File: config.mk
export PLATFORM = sky130hd
export DESIGN_NAME = reference_clock_output
export DESIGN_NICKNAME = d
export VERILOG_FILES = /design/src/logic/refclk_pkg.sv /design/src/logic/clock_source_picker.sv /design/src/logic/reference_clock_output.sv
export SDC_FILE = /design/constraint.sdc
export NUM_CORES = 1
export LEC_CHECK = 0
export BUFFER_PORTS_ARGS = -buffer_cell sky130_fd_sc_hd__buf_2
export CAP_MARGIN = 20
export CORE_MARGIN = 5
export CORE_UTILIZATION = 48
export CTS_CLUSTER_SIZE = 30
export DETAILED_ROUTE_END_ITERATION = 8
export GPL_TIMING_DRIVEN = 0
export PLACE_DENSITY = 0.7
export SLEW_MARGIN = 5
export SYNTH_ARGS = -nofsm -noshare
export SYNTH_HDL_FRONTEND = slang
export SYNTH_SLANG_ARGS = --single-unit
File: constraint.sdc
create_clock -name clk_in -period 7.19 [get_ports clk_in]
set_input_delay 0.3595 -clock clk_in [delete_from_list [all_inputs] [get_ports clk_in]]
set_output_delay 0.3595 -clock clk_in [all_outputs]
set_load 0.005 [all_outputs]
File: src/logic/refclk_pkg.sv
package refclk_pkg;

  // ----------------------------------------------------------------
  // Register map (byte-wide registers)
  // ----------------------------------------------------------------
  localparam logic [7:0] CTRL_REG_ADDR = 8'h00;
  localparam logic [7:0] SRC_REG_ADDR = 8'h01;

  // Control register field positions
  localparam int EN_BIT = 7;
  localparam int DUTY_LSB = 3;
  localparam int DIV_LSB = 0;

  // Reset values: duty upper bit set, so duty resets to 50 percent
  localparam logic EN_RESET = 1'b0;
  localparam logic [1:0] DUTY_RESET = 2'h2;
  localparam logic [2:0] DIV_RESET = 3'h0;
  localparam logic [3:0] SRC_RESET = 4'h0;
  localparam logic [7:0] CTRL_RESET = 8'h10;

  // ----------------------------------------------------------------
  // Encodings
  // ----------------------------------------------------------------
  localparam logic [2:0] DIV_NONE = 3'h0;
  localparam logic [1:0] DUTY_ZERO = 2'h0;
  localparam int NUM_EXT_SOURCES = 10;

  typedef enum logic [3:0] {
    SRC_SYSTEM = 4'h0,
    SRC_HIGH_OSC = 4'h1,
    SRC_LOW_OSC = 4'h2,
    SRC_MED_OSC_FAST = 4'h3,
    SRC_MED_OSC_SLOW = 4'h4,
    SRC_SECONDARY = 4'h5,
    SRC_NUMERIC_OSC = 4'h6,
    SRC_LOGIC_CELL_1 = 4'h7,
    SRC_LOGIC_CELL_2 = 4'h8,
    SRC_LOGIC_CELL_3 = 4'h9,
    SRC_LOGIC_CELL_4 = 4'hA
  } src_code_type;

endpackage : refclk_pkg

File: src/logic/clock_source_picker.sv
`timescale 1ns/1ps
module clock_source_picker
  import refclk_pkg::*;
(
  input wire logic clk_in,
  input wire logic rst_n_in,
  input wire logic hold_in,
  input wire logic [3:0] select_in,
  input wire logic [NUM_EXT_SOURCES-1:0] src_clocks_in,
  output logic level_out,
  output logic rise_out,
  output logic edge_out
);

  // ----------------------------------------------------------------
  // Source mux
  // ----------------------------------------------------------------
  logic sys_toggle_q;
  logic sys_toggle_d;
  logic level_q;
  logic level_d;
  logic muxed;

  // System clock cannot be sampled by itself, so it is stood in by a
  // flop toggling every cycle; reserved codes give a quiet low source
  always_comb begin
    muxed = 1'b0;
    if (select_in == SRC_SYSTEM) begin
      muxed = sys_toggle_q;
    end else if (select_in <= SRC_LOGIC_CELL_4) begin
      muxed = src_clocks_in[select_in - 4'h1];
    end
  end

  // Hold freezes the sampled level so nothing moves while asleep
  always_comb begin
    sys_toggle_d = hold_in ? sys_toggle_q : ~sys_toggle_q;
    level_d = hold_in ? level_q : muxed;
  end

  always_ff @(posedge clk_in) begin
    if (!rst_n_in) begin
      sys_toggle_q <= 1'b0;
      level_q <= 1'b0;
    end else begin
      sys_toggle_q <= sys_toggle_d;
      level_q <= level_d;
    end
  end

  // Edge pulses, one cycle wide, against the previous sample
  assign level_out = level_q;
  assign rise_out = level_d & ~level_q;
  assign edge_out = level_d ^ level_q;
endmodule : clock_source_picker

File: src/logic/reference_clock_output.sv
`timescale 1ns/1ps
// What this block does
// - The clock to be divided comes from the source that the source-select register names.
// - While enabled, the generated clock is driven onto the reference clock output pin.
// - The same generated clock is offered to internal peripherals as a separate output.
// - Setting the enable starts the output cleanly, aligned to a source rising edge, with no runt pulse.
// - Clearing the enable drops the output at once, not at the end of the period.
// - Divider and duty may be rewritten while enabled and then may glitch; software should change them disabled.
// - The source is divided by 1, 2, 4, 8, 16, 32, 64 or 128 under a three-bit divider field.
// - Divided rates get 25, 50 or 75 percent duty; the undivided rate passes the source unshaped.
// - Reset sets the duty field's upper bit, so the default duty is 50 percent.
// - The block runs on the system clock and holds its clock outputs while the device sleeps.
// - Configuration and state are kept across sleep and operation resumes from where it stopped.
// - Divider code 000 is undivided and each step up doubles the ratio, to 128 at 111.
// - Duty code 11 is 75, 10 is 50, 01 is 25 and 00 is 0 percent high time.
// - Source codes 0 to 10 pick the documented oscillators and logic outputs; 11 to 15 are reserved.
module reference_clock_output
  import refclk_pkg::*;
(
  input wire logic clk_in,
  input wire logic rst_n_in,
  input wire logic sleep_in,
  input wire logic [NUM_EXT_SOURCES-1:0] src_clocks_in,
  input wire logic [7:0] addr_in,
  input wire logic [7:0] wr_data_in,
  input wire logic wr_en_in,
  input wire logic rd_en_in,
  output logic [7:0] rd_data_out,
  output logic ref_clock_out_pin_out,
  output logic ref_clock_internal_out
);

  // ----------------------------------------------------------------
  // Helpers
  // ----------------------------------------------------------------

  // Both helpers count in source half-periods, as the counter steps on
  // every transition of the picked source
  // Last half-period index of a divided period: 2 * ratio - 1
  // ratio doubles per code step
  function automatic logic [7:0] period_last(input logic [2:0] div);
    logic [8:0] full;
    full = 9'h002 << div;
    return 8'(full - 9'h001);
  endfunction : period_last

  // Half-periods spent high: duty quarters of 2 * ratio
  function automatic logic [7:0] high_len(input logic [2:0] div, input logic [1:0] duty);
    logic [8:0] scaled;
    scaled = {7'h00, duty} << div;
    return scaled[8:1];
  endfunction : high_len

  // ----------------------------------------------------------------
  // Configuration registers
  // ----------------------------------------------------------------
  logic en_q;
  logic en_d;
  logic [1:0] duty_q;
  logic [1:0] duty_d;
  logic [2:0] div_q;
  logic [2:0] div_d;
  logic [3:0] sel_q;
  logic [3:0] sel_d;
  logic [7:0] rd_data_q;
  logic [7:0] rd_data_d;

  // Writes are shut out during sleep so nothing changes across it
  always_comb begin
    en_d = en_q;
    duty_d = duty_q;
    div_d = div_q;
    sel_d = sel_q;
    if (wr_en_in && !sleep_in) begin
      if (addr_in == CTRL_REG_ADDR) begin
        en_d = wr_data_in[EN_BIT];
        duty_d = wr_data_in[DUTY_LSB +: 2];
        div_d = wr_data_in[DIV_LSB +: 3];
      end else if (addr_in == SRC_REG_ADDR) begin
        sel_d = wr_data_in[3:0];
      end
    end
  end

  // Read data stands in the cycle after the strobe only; unmapped reads zero
  always_comb begin
    rd_data_d = 8'h00;
    if (rd_en_in) begin
      if (addr_in == CTRL_REG_ADDR) begin
        rd_data_d = {en_q, 2'h0, duty_q, div_q};
      end else if (addr_in == SRC_REG_ADDR) begin
        rd_data_d = {4'h0, sel_q};
      end
    end
  end

  always_ff @(posedge clk_in) begin
    if (!rst_n_in) begin
      en_q <= EN_RESET;
      duty_q <= DUTY_RESET;
      div_q <= DIV_RESET;
      sel_q <= SRC_RESET;
      rd_data_q <= 8'h00;
    end else begin
      en_q <= en_d;
      duty_q <= duty_d;
      div_q <= div_d;
      sel_q <= sel_d;
      rd_data_q <= rd_data_d;
    end
  end

  // ----------------------------------------------------------------
  // Source selection
  // ----------------------------------------------------------------
  logic base_level;
  logic base_rise;
  logic base_edge;

  // The picker adds one cycle of lag and the pin flop one more, so the
  // undivided pin trails the chosen source by two system clocks
  // selected source feeds divider
  clock_source_picker picker (
    .clk_in(clk_in),
    .rst_n_in(rst_n_in),
    .hold_in(sleep_in),
    .select_in(sel_q),
    .src_clocks_in(src_clocks_in),
    .level_out(base_level),
    .rise_out(base_rise),
    .edge_out(base_edge)
  );

  // ----------------------------------------------------------------
  // Divider and duty shaper
  // ----------------------------------------------------------------
  logic run_q;
  logic run_d;
  logic [7:0] cnt_q;
  logic [7:0] cnt_d;
  logic pin_q;
  logic pin_d;

  // Counter steps on every source transition, so quarter duty of a
  // divide-by-two still lands on a whole half-period of the source
  always_comb begin
    run_d = run_q;
    cnt_d = cnt_q;
    pin_d = pin_q;
    if (!sleep_in) begin
      run_d = en_d && (run_q || base_rise);
      if (!run_d || !run_q) begin
        cnt_d = 8'h00;
      end else if (base_edge) begin
        cnt_d = (cnt_q >= period_last(div_d)) ? 8'h00 : 8'(cnt_q + 8'h01);
      end else if (cnt_q > period_last(div_d)) begin
        // live divider cut restarts
        // Restarting at once bounds the glitch to one short period instead
        // of a run out to the counter's top
        cnt_d = 8'h00;
      end
      if (!run_d) begin
        pin_d = 1'b0;
      end else if (div_d == DIV_NONE) begin
        pin_d = base_level;
      end else begin
        pin_d = cnt_d < high_len(div_d, duty_d);
      end
    end
  end

  // sleep holds every flop above through the hold paths
  always_ff @(posedge clk_in) begin
    if (!rst_n_in) begin
      run_q <= 1'b0;
      cnt_q <= 8'h00;
      pin_q <= 1'b0;
    end else begin
      run_q <= run_d;
      cnt_q <= cnt_d;
      pin_q <= pin_d;
    end
  end

  // ----------------------------------------------------------------
  // Outputs
  // ----------------------------------------------------------------
  logic int_q;

  // Separate flop for the internal copy keeps pin loading off peripherals
  always_ff @(posedge clk_in) begin
    if (!rst_n_in) begin
      int_q <= 1'b0;
    end else begin
      int_q <= pin_d;
    end
  end

  assign ref_clock_out_pin_out = pin_q;
  assign ref_clock_internal_out = int_q;
  assign rd_data_out = rd_data_q;
endmodule : reference_clock_output

==> impl_metrics.sql <==
INSERT INTO impl_metrics (metric_group, metric, value, unit) VALUES
('clock_network', 'clock_sink_count', '28', ''),
('power', 'switchingPower', '78.4', 'uW'),
('run', 'timing.max_cap.violations', '0', ''),
('timing', 'worst-slew-pin-transition', '0.799', 'ns'),
('synth', 'post_synth_xor_area_fraction', '0.0113', ''),
('synth', 'yosysSeqAreaShare', '0.241', ''),
('synth', 'async_flop_share', '0', ''),
('timing', 'final_cycle_share', '0.794', ''),
('clock_network', 'ctsRootBufferMaster', 'clkbuf_8', ''),
('timing', 'grt_setup_unrepaired', 'false', ''),
('clock_network', 'clkLatencyLatePin', '0.28', 'ns'),
('drt', 'vias_per_cell', '5.56', ''),
('synth', 'syn_area', '2330', 'um2'),
('power', 'p_clk_frac', '0.390', ''),
('clock_network', 'tritoncts', 'built', ''),
('drt', 'route.antenna.remaining_nets', '0', ''),
('place', 'port_buffers', '33', ''),
('synth', 'synth-simple-area-share', '0.257', ''),
('clock_network', 'post_cts.resized_instances', '0', ''),
('global_route', 'grt_antenna_before_repair', '0', ''),
('finish', 'antenna_cells_inserted', '0', ''),
('power', 'netSwitchingFraction', '0.241', ''),
('finish', 'layout.area.seq', '561', 'um2'),
('timing', 'finalWorstPathRequiredPeriod', '5.71', 'ns'),
('finish', 'layout_common_cells', 'buf_2 (34), nor2_1 (32), dfxtp_1 (28)', ''),
('drt', 'first_iter_violations', '91', ''),
('global_route', 'grt_max_degree', '17', ''),
('floorplan', 'chipWidth', '79.6', 'um'),
('setup_path', 'cp_max_fo', '10', ''),
('drt', 'drc', '0', ''),
('timing', 'fin_tns_setup', '0', 'ns'),
('floorplan', 'floorplan.io_pins', '41', ''),
('drt', 'routedWlPerCell', '14.8', 'um'),
('power', 'internal-power', '247', 'uW'),
('power', 'p_leak', '1.08', 'nW'),
('synth', 'synthAdderAreaFrac', '0.102', ''),
('setup_path', 'critical_path_arrival', '5.92', 'ns'),
('setup_path', 'r2r_slack', '2.04', 'ns'),
('drt', 'dr_total_vias', '2167', ''),
('clock_network', 'cts_buffer_depth', '2', ''),
('finish', 'area_growth', '13.9', '%'),
('global_route', 'grt_pass1_vias', '1997', ''),
('status', 'run_status', 'complete, no violations', ''),
('clock_network', 'post_cts_hold_buffer_count', '0', ''),
('setup_path', 'criticalPathCategory', 'primary input to flip-flop', ''),
('clock_network', 'numCtsBuffers', '3', ''),
('finish', 'multi_input_comb_area', '1630', 'um2'),
('setup_path', 'critical_path.reg2reg.startpoint', 'sel_q[0]$_SDFFE_PN0P_', ''),
('clock_network', 'clk_pin_slew_worst_paths', '0.10', 'ns'),
('synth', 'yosys_register_bits', '28', ''),
('synth', 'ys.warnings.count', '0', ''),
('setup_path', 'required', '7.39', 'ns'),
('place', 'dpl.hpwl', '4530', 'um'),
('finish', 'layout.filler_cells', '461', ''),
('floorplan', 'effective_utilization_at_floorplan', '0.493', ''),
('setup_path', 'regToRegEndpoint', 'ref_clock_internal_out$_SDFFE_PN0N_', ''),
('global_route', 'global_route_wire_length_before_repair', '9490', 'um'),
('synth', 'post_synth_main_area_contributors', 'dfxtp_1 (24%), ha_1 (10%), mux2i_1 (7.3%)', ''),
('global_route', 'grt.overflow.total', '0', ''),
('synth', 'number_of_enable_type_register_cells_in_the_synthesized_netlist', '0', ''),
('drt', 'routed_wirelength', '5760', 'um'),
('synth', 'synthDominantCellAreaShare', '0.241', ''),
('setup_path', 'worst-r2r-cell-count', '19', ''),
('floorplan', 'design.die.area', '6340', 'um2'),
('timing', 'timing_hold_violations_final', '0', ''),
('global_route', 'grt_use_total', '0.185', ''),
('worst_hold_path', 'worstHoldPathType', 'primary input to flip-flop', ''),
('synth', 'synth-compound-area-share', '0.184', ''),
('clock_network', 'post_cts.repair.setup_buffers', '0', ''),
('timing', 'final-setup-viol-count', '0', ''),
('power', 'pwr_density_cell', '123', 'nW/um2');
## worst max-delay path by stage
stage / startpoint / endpoint / slack, ns / cells after the start
after floorplan: addr_in[2] / ref_clock_internal_out$_SDFFE_PN0N_ / 2.06 / 25
final: addr_in[2] / ref_clock_internal_out$_SDFFE_PN0N_ / 1.48 / 26
after global routing: addr_in[2] / ref_clock_internal_out$_SDFFE_PN0N_ / 0.95 / 24
after global placement: addr_in[2] / ref_clock_internal_out$_SDFFE_PN0N_ / 1.28 / 24
after detailed placement: addr_in[2] / ref_clock_internal_out$_SDFFE_PN0N_ / 1.26 / 25
after CTS: addr_in[2] / ref_clock_internal_out$_SDFFE_PN0N_ / 1.46 / 26
## power groups by stage
| stage | logic, mW | clock network (mW) | registers [mW] |
|---|---|---|---|
| floorplan | 0.0260 | 0 | 0.160 |
| global placement | 0.0412 | 0 | 0.160 |
| detailed placement | 0.0415 | 0 | 0.160 |
| CTS | 0.0417 | 0.131 | 0.157 |
| global route | 0.0465 | 0.139 | 0.157 |
| finish | 0.0419 | 0.127 | 0.157 |
## sequential cells by signal, summed over array words and instances, names as in the netlist
register	cells
sel_q	4
ref_clock_internal_out	1
rd_data_out	6
cnt_q	8
picker.level_out	1
duty_q	2
picker.sys_toggle_q	1
run_q	1
en_q	1
div_q	3
## synthesized netlist by cell type (4+ instances only)
library cell	instances
ha_1	19
nand2_1	22
and2_1	5
nand3_1	11
mux2i_1	17
nand4_1	4
nor3_1	12
a211oi_1	5
a32oi_1	4
clkbuf_1	13
o21ai_0	11
a21oi_1	24
dfxtp_1	28
nand2b_1	6
inv_1	4
or3_1	5
nor2_1	32
## cell type report
| type | instances | share of cell area |
|---|---|---|
| Buffer | 20 | 0.0415 |
| Clock buffer | 3 | 0.0156 |
| Clock inverter | 1 | 0.0113 |
| Inverter | 7 | 0.0127 |
| Multi-Input combinational cell | 231 | 0.613 |
| Sequential cell | 28 | 0.211 |
| Tap cell | 67 | 0.0316 |
| Timing Repair Buffer | 33 | 0.0623 |
## metrics by stage
stage	area, um2	hold slack (ns)	worst slack (ns)	power, mW	cells
finish	2650	0.332	1.48	0.326	390
global route	2650	0.357	0.955	0.342	390
CTS	2650	0.324	1.46	0.330	390
detailed placement	2580	0.501	1.26	0.202	386
global placement	2580	0.495	1.28	0.201	386
floorplan	2330	0.470	2.06	0.186	286
## routing by layer
layer  global-route usage  vias up  part of all wire  wire [um]
met3               0.0237        8             0.038        219
met2                0.311       51              0.48       2740
li1                     -     1113                 -          -
met1                0.250      995              0.47       2730
met5                    0        -                 0          0
met4               0.0447        0             0.012         67
## cells by family after synthesis
kind of cell,count (synthesis)
xor gates and xnor gates,3
and+or+nand+nor,115
AOI/OAI and AO/OA,66
adders and majority gates,19
other,1
DFF,28
muxes,26
buffers and inverters,27
## critical path, cell delays in order
cell and delay, ns:
buf_2 0.10, or4_4 0.54, or4_4 0.53, buf_6 0.16, buf_6 0.15, nor3_1 0.13
a21oi_1 0.10, nand2b_1 0.16, ha_1 0.28, nor3_1 0.25, a21oi_2 0.05, ha_1 0.31
a21oi_1 0.14, o21ai_0 0.14, o22ai_1 0.30, and2_1 0.17, clkbuf_1 0.33, a21oi_1 0.11
a211oi_1 0.38, ha_1 0.31, a211oi_1 0.26, o21ai_0 0.12, o211a_1 0.12, nor3_1 0.14
nand4_1 0.13, o22ai_1 0.17
Note: power is estimated with default switching activity, not from simulation.
